==> src/core/file_op_pkg.sv <==
// Purpose: shared constants and carriers for the file-register exec block
// Assumes: 14-bit instruction words, 8-bit data, 7-bit file address
// Notes: opcode field is instr[13:8]; destination bit is instr[7]
package file_op_pkg;

  localparam int INSTR_W = 14;
  localparam int DATA_W = 8;
  localparam int FADDR_W = 7;
  localparam int OPC_MSB = 13;
  localparam int OPC_LSB = 8;
  localparam int DEST_POS = 7;
  localparam logic [5:0] OPC_DECREMENT = 6'h03;
  localparam logic [5:0] OPC_INVERT = 6'h09;
  localparam logic [5:0] OPC_DEC_SKIP = 6'h0b;
  localparam logic [DATA_W-1:0] DATA_RST = 8'h00;
  localparam logic [FADDR_W-1:0] FADDR_RST = 7'h00;
  localparam logic DEST_ACC = 1'b0;
  localparam logic DEST_FILE = 1'b1;

  typedef enum logic [1:0] {
    OP_NONE = 2'b00,
    OP_FILE_DECREMENT = 2'b01,
    OP_FILE_INVERT = 2'b10,
    OP_DECREMENT_SKIP_ZERO = 2'b11
  } op_kind_t;

  // one instruction slot from fetch, with the operand already read
  typedef struct packed {
    logic valid;
    logic [INSTR_W-1:0] instr;
    logic [DATA_W-1:0] file_data;
  } issue_t;

  // result headed for the accumulator or the data memory
  typedef struct packed {
    logic acc_we;
    logic file_we;
    logic [FADDR_W-1:0] file_addr;
    logic [DATA_W-1:0] data;
    logic zero_we;
    logic zero_val;
  } result_t;

endpackage

==> src/core/file_op_decode.sv <==
// Purpose: classify one instruction word for the file exec block
// Assumes: combinational, no state
// Notes: words outside the three handled opcodes give OP_NONE
`timescale 1ns/1ps
module file_op_decode (
  // instruction in
  input wire logic [file_op_pkg::INSTR_W-1:0] instr,
  // decoded fields
  output file_op_pkg::op_kind_t kind,
  output logic dest,
  output logic [file_op_pkg::FADDR_W-1:0] faddr
);
  import file_op_pkg::*;

  always_comb begin
    unique case (instr[OPC_MSB:OPC_LSB])
      OPC_DECREMENT: kind = OP_FILE_DECREMENT;
      OPC_INVERT: kind = OP_FILE_INVERT;
      OPC_DEC_SKIP: kind = OP_DECREMENT_SKIP_ZERO;
      default: kind = OP_NONE;
    endcase
    dest = instr[DEST_POS];
    faddr = instr[FADDR_W-1:0];
  end

endmodule

==> src/core/file_reg_dec_comp_exec.sv <==
// What this block does
// - decrement file, route by dest, set Z
// - opcode 001001 inverts file, sets Z
// - invert: dest 0 to acc, 1 to file
// - opcode 001011 decrements, flags left alone
// - skip-decrement: dest 0 acc, 1 file
// - zero result discards the prefetched instruction
// - idle cycle replaces it; 1 or 2 cycles
//
// Purpose: execute decrement, invert and decrement-skip on file registers
// Assumes: one issue slot per instruction cycle, operand read alongside
// Notes: results appear one REF_CLK edge after the issue slot
//   a zero skip swallows only the next valid slot; an empty slot
//   in between lets the discard lapse, as the fetch path expects
//   reset clears a pending discard along with every output
`timescale 1ns/1ps
module file_reg_dec_comp_exec #(
  parameter int DATA_WIDTH = file_op_pkg::DATA_W
) (
  // clock and reset
  input wire logic REF_CLK,
  input wire logic ARST_N,
  // issue slot from fetch and operand read
  input file_op_pkg::issue_t ISSUE,
  // result toward accumulator, memory and status
  output file_op_pkg::result_t RESULT,
  // fetch path: prefetched word is dropped this cycle
  output logic FLUSH,
  output logic IDLE_CYCLE
);
  import file_op_pkg::*;

  // layout checks: the decoder slices fixed fields of the word
  if (DATA_WIDTH != DATA_W) begin : g_bad_data_width
    $error("DATA_WIDTH must equal the package data width");
  end
  if (OPC_MSB != INSTR_W - 1) begin : g_bad_opc_msb
    $error("opcode field must end at the top of the word");
  end
  if (OPC_LSB != DEST_POS + 1) begin : g_bad_opc_lsb
    $error("opcode field must sit just above the destination bit");
  end
  if (DEST_POS != FADDR_W) begin : g_bad_dest_pos
    $error("destination bit must sit just above the file address");
  end
  if (OPC_MSB - OPC_LSB != 5) begin : g_bad_opc_width
    $error("opcode field must be six bits wide");
  end
  if (OPC_DECREMENT == OPC_INVERT || OPC_INVERT == OPC_DEC_SKIP ||
      OPC_DECREMENT == OPC_DEC_SKIP) begin : g_bad_opc_codes
    $error("the three handled opcodes must differ");
  end

  // one slot after the discard decision
  typedef struct packed {
    logic taken;
    logic discarded;
    op_kind_t kind;
    logic dest;
    logic [FADDR_W-1:0] faddr;
  } slot_t;

  typedef struct packed {
    result_t res;
    logic flush;
    logic idle;
  } state_t;

  // zero test, shared by both flag updates and the skip decision
  function automatic logic is_zero(input logic [DATA_W-1:0] v);
    return (v == '0);
  endfunction

  // destination bit to {accumulator, file} write enables
  function automatic logic [1:0] dest_we(input logic d);
    return {d == DEST_ACC, d == DEST_FILE};
  endfunction

  // plain write-back of a value, no flag and no skip yet
  function automatic result_t write_back(
    input logic d,
    input logic [FADDR_W-1:0] a,
    input logic [DATA_W-1:0] v
  );
    result_t r;
    r = '0;
    {r.acc_we, r.file_we} = dest_we(d);
    r.file_addr = a;
    r.data = v;
    return r;
  endfunction

  // decrement: write back, Z from the result
  function automatic state_t exec_decrement(
    input logic d,
    input logic [FADDR_W-1:0] a,
    input logic [DATA_W-1:0] v
  );
    state_t s;
    s = '0;
    s.res = write_back(d, a, v);
    s.res.zero_we = 1'b1;
    s.res.zero_val = is_zero(v);
    s.flush = 1'b0;
    return s;
  endfunction

  // invert: write back, Z from the result
  function automatic state_t exec_invert(
    input logic d,
    input logic [FADDR_W-1:0] a,
    input logic [DATA_W-1:0] v
  );
    state_t s;
    s = '0;
    s.res = write_back(d, a, v);
    s.res.zero_we = 1'b1;
    s.res.zero_val = is_zero(v);
    s.flush = 1'b0;
    return s;
  endfunction

  // decrement-skip: status flags stay as they are
  function automatic state_t exec_dec_skip(
    input logic d,
    input logic [FADDR_W-1:0] a,
    input logic [DATA_W-1:0] v
  );
    state_t s;
    s = '0;
    s.res = write_back(d, a, v);
    s.res.zero_we = 1'b0;
    // zero result drops the prefetched word
    s.flush = is_zero(v);
    return s;
  endfunction

  // the dropped word becomes an idle cycle, nothing written
  function automatic state_t exec_idle(input logic [FADDR_W-1:0] a);
    state_t s;
    s = '0;
    s.res.file_addr = a;
    s.idle = 1'b1;
    return s;
  endfunction

  state_t st_reg;
  state_t st_next;
  slot_t slot;
  op_kind_t kind;
  logic dest;
  logic [FADDR_W-1:0] faddr;
  logic [DATA_W-1:0] dec_val;
  wire [DATA_W-1:0] inv_val;

  file_op_decode u_dec (
    .instr(ISSUE.instr),
    .kind(kind),
    .dest(dest),
    .faddr(faddr)
  );

  // minus one wraps 00 to ff, so only 01 ends a skip loop
  assign dec_val = ISSUE.file_data - 8'h01;

  // per-bit inversion, one gate per result bit
  for (genvar i = 0; i < DATA_W; i++) begin : g_invert
    assign inv_val[i] = ~ISSUE.file_data[i];
  end

  // slot acceptance decided before any instruction looks at it
  always_comb begin
    slot = '0;
    slot.kind = kind;
    slot.dest = dest;
    slot.faddr = faddr;
    // prefetched word after a zero skip
    slot.discarded = ISSUE.valid && st_reg.flush;
    slot.taken = ISSUE.valid && !st_reg.flush;
  end

  always_comb begin
    st_next = '0;
    // address follows the slot even when nothing is written
    st_next.res.file_addr = slot.faddr;
    if (slot.discarded) begin
      st_next = exec_idle(slot.faddr);
    end else if (slot.taken) begin
      unique case (slot.kind)
        OP_FILE_DECREMENT: begin
          st_next = exec_decrement(slot.dest, slot.faddr, dec_val);
        end
        OP_FILE_INVERT: begin
          st_next = exec_invert(slot.dest, slot.faddr, inv_val);
        end
        OP_DECREMENT_SKIP_ZERO: begin
          st_next = exec_dec_skip(slot.dest, slot.faddr, dec_val);
        end
        OP_NONE: begin
          // unhandled opcodes write nothing and never skip
          st_next.flush = 1'b0;
        end
      endcase
    end
  end

  // a discard still pending at reset is forgotten with the rest
  always_ff @(posedge REF_CLK or negedge ARST_N) begin
    if (!ARST_N) begin
      st_reg <= '0;
    end else begin
      st_reg <= st_next;
    end
  end

  assign RESULT = st_reg.res;
  assign FLUSH = st_reg.flush;
  assign IDLE_CYCLE = st_reg.idle;

endmodule

==> config.mk <==
export PLATFORM = sky130hd
export DESIGN_NAME = file_reg_dec_comp_exec
export DESIGN_NICKNAME = d
export VERILOG_FILES = /design/src/core/file_op_pkg.sv /design/src/core/file_op_decode.sv /design/src/core/file_reg_dec_comp_exec.sv
export SDC_FILE = /design/constraint.sdc
export NUM_CORES = 1
export LEC_CHECK = 0
export BUFFER_PORTS_ARGS = -buffer_cell sky130_fd_sc_hd__buf_2
export CAP_MARGIN = 20
export CORE_MARGIN = 2
export CORE_UTILIZATION = 34
export CTS_CLUSTER_SIZE = 30
export DETAILED_ROUTE_END_ITERATION = 8
export PLACE_DENSITY = 0.68
export SLEW_MARGIN = 20
export SYNTH_ARGS = -nofsm -noshare
export SYNTH_HDL_FRONTEND = slang
export SYNTH_SLANG_ARGS = --single-unit
==> constraint.sdc <==
create_clock -name REF_CLK -period 1.85 [get_ports REF_CLK]
set_input_delay 0.37 -clock REF_CLK [delete_from_list [all_inputs] [get_ports REF_CLK]]
set_output_delay 0.37 -clock REF_CLK [all_outputs]
set_load 0.02 [all_outputs]
-- Yosys cells after proc, flatten, opt, wreduce, memory -nomap -nowiden
Index checks and enable logic that the tools add are counted.
- flip-flop bits (word level): 21
- bits of input ports: 25
- output and inout port bits: 21
- add/sub/neg operators: 1
- equal/unequal tests: 6
- muxes and demuxes: 5
- bitwise logic cells: 9
- reduce and logical (&&, ||, !) cells: 7
- operator list (operator ; number):
    $pmux 19 s3 ; 1
    $mux 21 ; 2
    $logic_not 8->1 ; 2
    $eq 6x4->1 const B ; 2
    $not 1->1 ; 9
    $sub 8x1->8 const B ; 1
    $eq 6x2->1 const B ; 1
    $pmux 2 s3 ; 1
    $eq 2x2->1 const B ; 2
    $reduce_or 3->1 ; 1
    $eq 2x1->1 const B ; 1
    $logic_and 1x1->1 ; 2
    $logic_not 2->1 ; 1
    $pmux 1 s2 ; 1
    $logic_not 1->1 ; 1

-- Longest topological paths before layout
- depth after elaboration: 7
- depth in mapped cells: 10
- depth with buffers taken out: 9

-- Modules after synthesis
From an unflattened synthesis, not the netlist that was laid out.
- cells, all modules: 107
- area, all modules: 1109.8 um^2
- modules (own cells, without submodules) (module ; instances ; cells an instance ; area an instance (um^2) ; seq. area each (um^2)):
    file_reg_dec_comp_exec ; 1 ; 96 ; 1022.2 ; 525.5
    file_op_decode ; 1 ; 11 ; 87.6 ; 0.0

-- Worst setup path before layout
No wires, ideal clock.
- path type: input to register
- start point: input port ISSUE[21] in the netlist's numbering
- end point: register st_reg, in the netlist RESULT[6]
- library setup time: 0.130 ns
- arrival: 1.818 ns
- slack: -0.098 ns
- stages: 9
- cell sequence: nor4b_1 nand2_1 ha_1 or2_2 clkbuf_1 a21oi_1 nor2_1 a31oi_1 nor2_1
- RTL lines (item ; line ; text):
    start, declared ; file_reg_dec_comp_exec.sv:24 ; input file_op_pkg::issue_t ISSUE,
    end signal, assigned ; file_reg_dec_comp_exec.sv:212 ; st_reg <= st_next;
    end, declared ; file_reg_dec_comp_exec.sv:147 ; state_t st_reg;

==> summary.md <==
| Metric | Value |
|---|---|
| Clk slew on worst S/H paths | 0.10 ns |
| DR DRC count | 0 |
| Leakage | 0.710 nW |
| Synth Area in Simple Gates | 0.224 |
| Final instance area | 0.00133 mm² |
| Startpoint Class | primary input |
| Flop pwr share | 0.602 |
| Number of diodes | 0 |
| Register area share after synthesis | 0.520 |
| Die width | 58.5 µm |
| Post-synthesis mux area share | 0 |
| GRT overflow | 0 |
| Post-CTS Hold Buffers | 0 |
| Placed inst area | 0.00130 mm² |
| Critical path endpoint category | flip-flop |
| WP data arrival | 1.92 ns |
| FF+latch count, synth | 21 |
| Reg2Reg Depth | 4 |
| Crit path launch | ISSUE[21] |
| Leading area contributor after synthesis | dfrtp_1 |
| # rows | 19 |
| Starting density of the core | 0.363 |
| Clock power share | 0.259 |
| Crit Path Class | in2reg |
| Gr usage total | 0.126 |
| Nets | 182 |
| Final hold slack | 0.00791 ns |
| CORE AREA | 0.00278 mm² |
| Setup Viol. Count Final | 0 |
| Clock Skew | 0.00428 ns |
| Setup slack, reg-to-reg | 0.55 ns |
| Area share of the largest cell type after synthesis | 0.520 |
| Place WS | -0.150 ns |
| Fraction of layout cells with a size suffix above 1 | 0.403 |
| First-pass GRT wire length | 3340 µm |
| Die area | 0.00343 mm² |
| CTS tree | built |
| CTS Buffer Depth | 2 |
| Highest metal used | met4 |
| Synth Cell Area | 0.00101 mm² |
| Comb pwr share | 0.138 |
| Largest family of logic cells by synthesized area | simple AND/OR/NAND/NOR gates |
| Vias | 878 |
| Fmax | 587 MHz |
| Pin count of the biggest net entering global routing | 22 |
| Total CTS buffers | 3 |
| Req. time, crit path | 2.07 ns |
| Post-Synthesis Net Count | 131 |
| Die Height | 58.5 µm |
| Post-CTS Resized | 0 |
| Final WS setup | 0.146 ns |
| Syn Inst Count | 99 |
| Metal2 WL | 989 µm |
| Maxcap violations | 0 |
| Status | complete, no violations |
| Worst rel slew slack | 0.709 |
| P_int | 0.596 mW |
| Pwr dens | 587 mW/mm² |
| CP endpoint | RESULT[18] |
| Vias in the first global route | 803 |
| Xor/xnor share of the synthesized area | 0.0173 |
| Fin crit period | 1.70 ns |
| Max Slew Vio Count | 0 |
| Metal3 WL | 110 µm |
| Part of the cycle the worst path needs | 0.921 |
| Switching power | 0.182 mW |
| Wl on met1 | 927 µm |
| Setup bufs post-CTS | 0 |
| Total Routed Length | 2070 µm |
| Ys Warns | 0 |
| Unique masters post-synth | 29 |
| Detail Route Antenna Nets | 0 |
| R2R Path End | RESULT[18] |
| Post-Synth Adder-Cell Area | 0.0866 |
| Port bufs | 45 |
| Initial antenna violation count | 0 |
| H-tree depth reported by CTS | 1 |
| Most frequent cells in the layout | buf_2, dfrtp_1, nor2_1 |
| Commonest non-fill, non-tap cell in the layout | buf_2 |
| Worst R2R Start | FLUSH |
| Final hold vios | 0 |
| Post-layout util | 0.477 |
| Total Power | 0.778 mW |
| DP HPWL | 1720 µm |
| Clk root buf | clkbuf_4 |
| Ports | 46 |
| WL/cell | 11.5 µm |
| HP Class | in2async |
| Area grow syn2layout | 31.2% |
| Switching part of the total power | 0.234 |
| Drt pass-1 iters | 5 |
| Initial DRC count | 15 |
| Drt via density | 4.88 |
| Synth area leaders | dfrtp_1, ha_1, nor2_1 |
| Slew @ Worst Pin | 0.436 ns |
| Worst-path fanout max | 6 |
| Clock sink count | 21 |
| Peak supply drop | 0.402 mV |
| Routability cong. | 0.817 |
| Syn Area/Cell | 10.2 µm² |
| Post-synthesis compound-gate area fraction | 0.108 |
| RSZ-0062 raised after global routing | yes |
| Worst-Skew Late Latency | 0.28 ns |
[critical path, stage by stage]
cell,delay [ns]
buf_2,0.10
nor4b_2,0.28
and2_1,0.22
inv_1,0.08
ha_1,0.20
or2_2,0.35
o21bai_1,0.21
nor2_1,0.12
[how the worst min path moves through the flow]
stage / slack [ns] / end
6_report: 0.008 / RESULT[15]
5_1_grt: 0.03 / IDLE_CYCLE
4_1_cts: 0.01 / RESULT[11]
3_5_place_dp: 0.34 / RESULT[11]
3_3_place_gp: 0.33 / RESULT[11]
2_1_floorplan: 0.07 / FLUSH
[state kept, by name, indices dropped and copies added (netlist names)]
register    cells
RESULT         19
IDLE_CYCLE      1
FLUSH           1
[cell type report]
type | instances | area [µm²]
inverter | 5 | 18.8
clock buffer | 4 | 26.3
tap | 31 | 38.8
timing repair buffer | 51 | 270
multi-input combinational | 68 | 447
fill | 267 | 1460
sequential | 21 | 526
[layer usage]
metal,up-vias,GRT usage
li1,435,-
met1,408,0.155
met2,31,0.213
met3,4,0.0154
met4,0,0.0698
met5,-,0
[cells by family (layout without fill, tap and decap cells)]
logic type               Yosys count  after routing
AND/OR/NAND/NOR                   42             42
flip-flops                        21             21
AO/OA/AOI/OAI                     17             17
buffers and inverters             10             60
adder cells (fa/ha/maj)            7              7
XOR/XNOR                           2              2
[power by group through the flow]
stage | clock (mW) | sequential (mW) | combinational (mW)
5_1_grt | 0.235 | 0.470 | 0.119
3_3_place_gp | 0 | 0.478 | 0.105
3_5_place_dp | 0 | 0.478 | 0.108
6_report | 0.202 | 0.469 | 0.108
2_1_floorplan | 0 | 0.490 | 0.0377
4_1_cts | 0.215 | 0.469 | 0.109
[cell usage after synthesis]
cell and number:
a211oi_1 2, inv_1 5, nor3b_1 1, nand3b_1 1, o41ai_1 1, nand2b_1 1
nor3_1 4, ha_1 7, nor4_1 1, buf_6 1, and2_1 2, or2_2 3
clkbuf_1 4, nor2_1 18, and4b_1 1, o21ai_0 1, o21bai_1 3, nand2_1 2
dfrtp_1 21, a21oi_1 6, xor2_1 1, xnor2_1 1, or3_4 2, nand4_1 2
nand3_1 2, a31oi_1 2, and4_1 1, nor4b_1 1, o21a_1 2
[metrics by stage]
step / TNS [ns] / std cells
2_1_floorplan: 0 / 99
3_3_place_gp: -0.578 / 176
3_5_place_dp: -1.17 / 176
4_1_cts: 0 / 180
5_1_grt: -0.00765 / 180
6_report: 0 / 180
No activity file was read; power rests on OpenSTA's default activity.
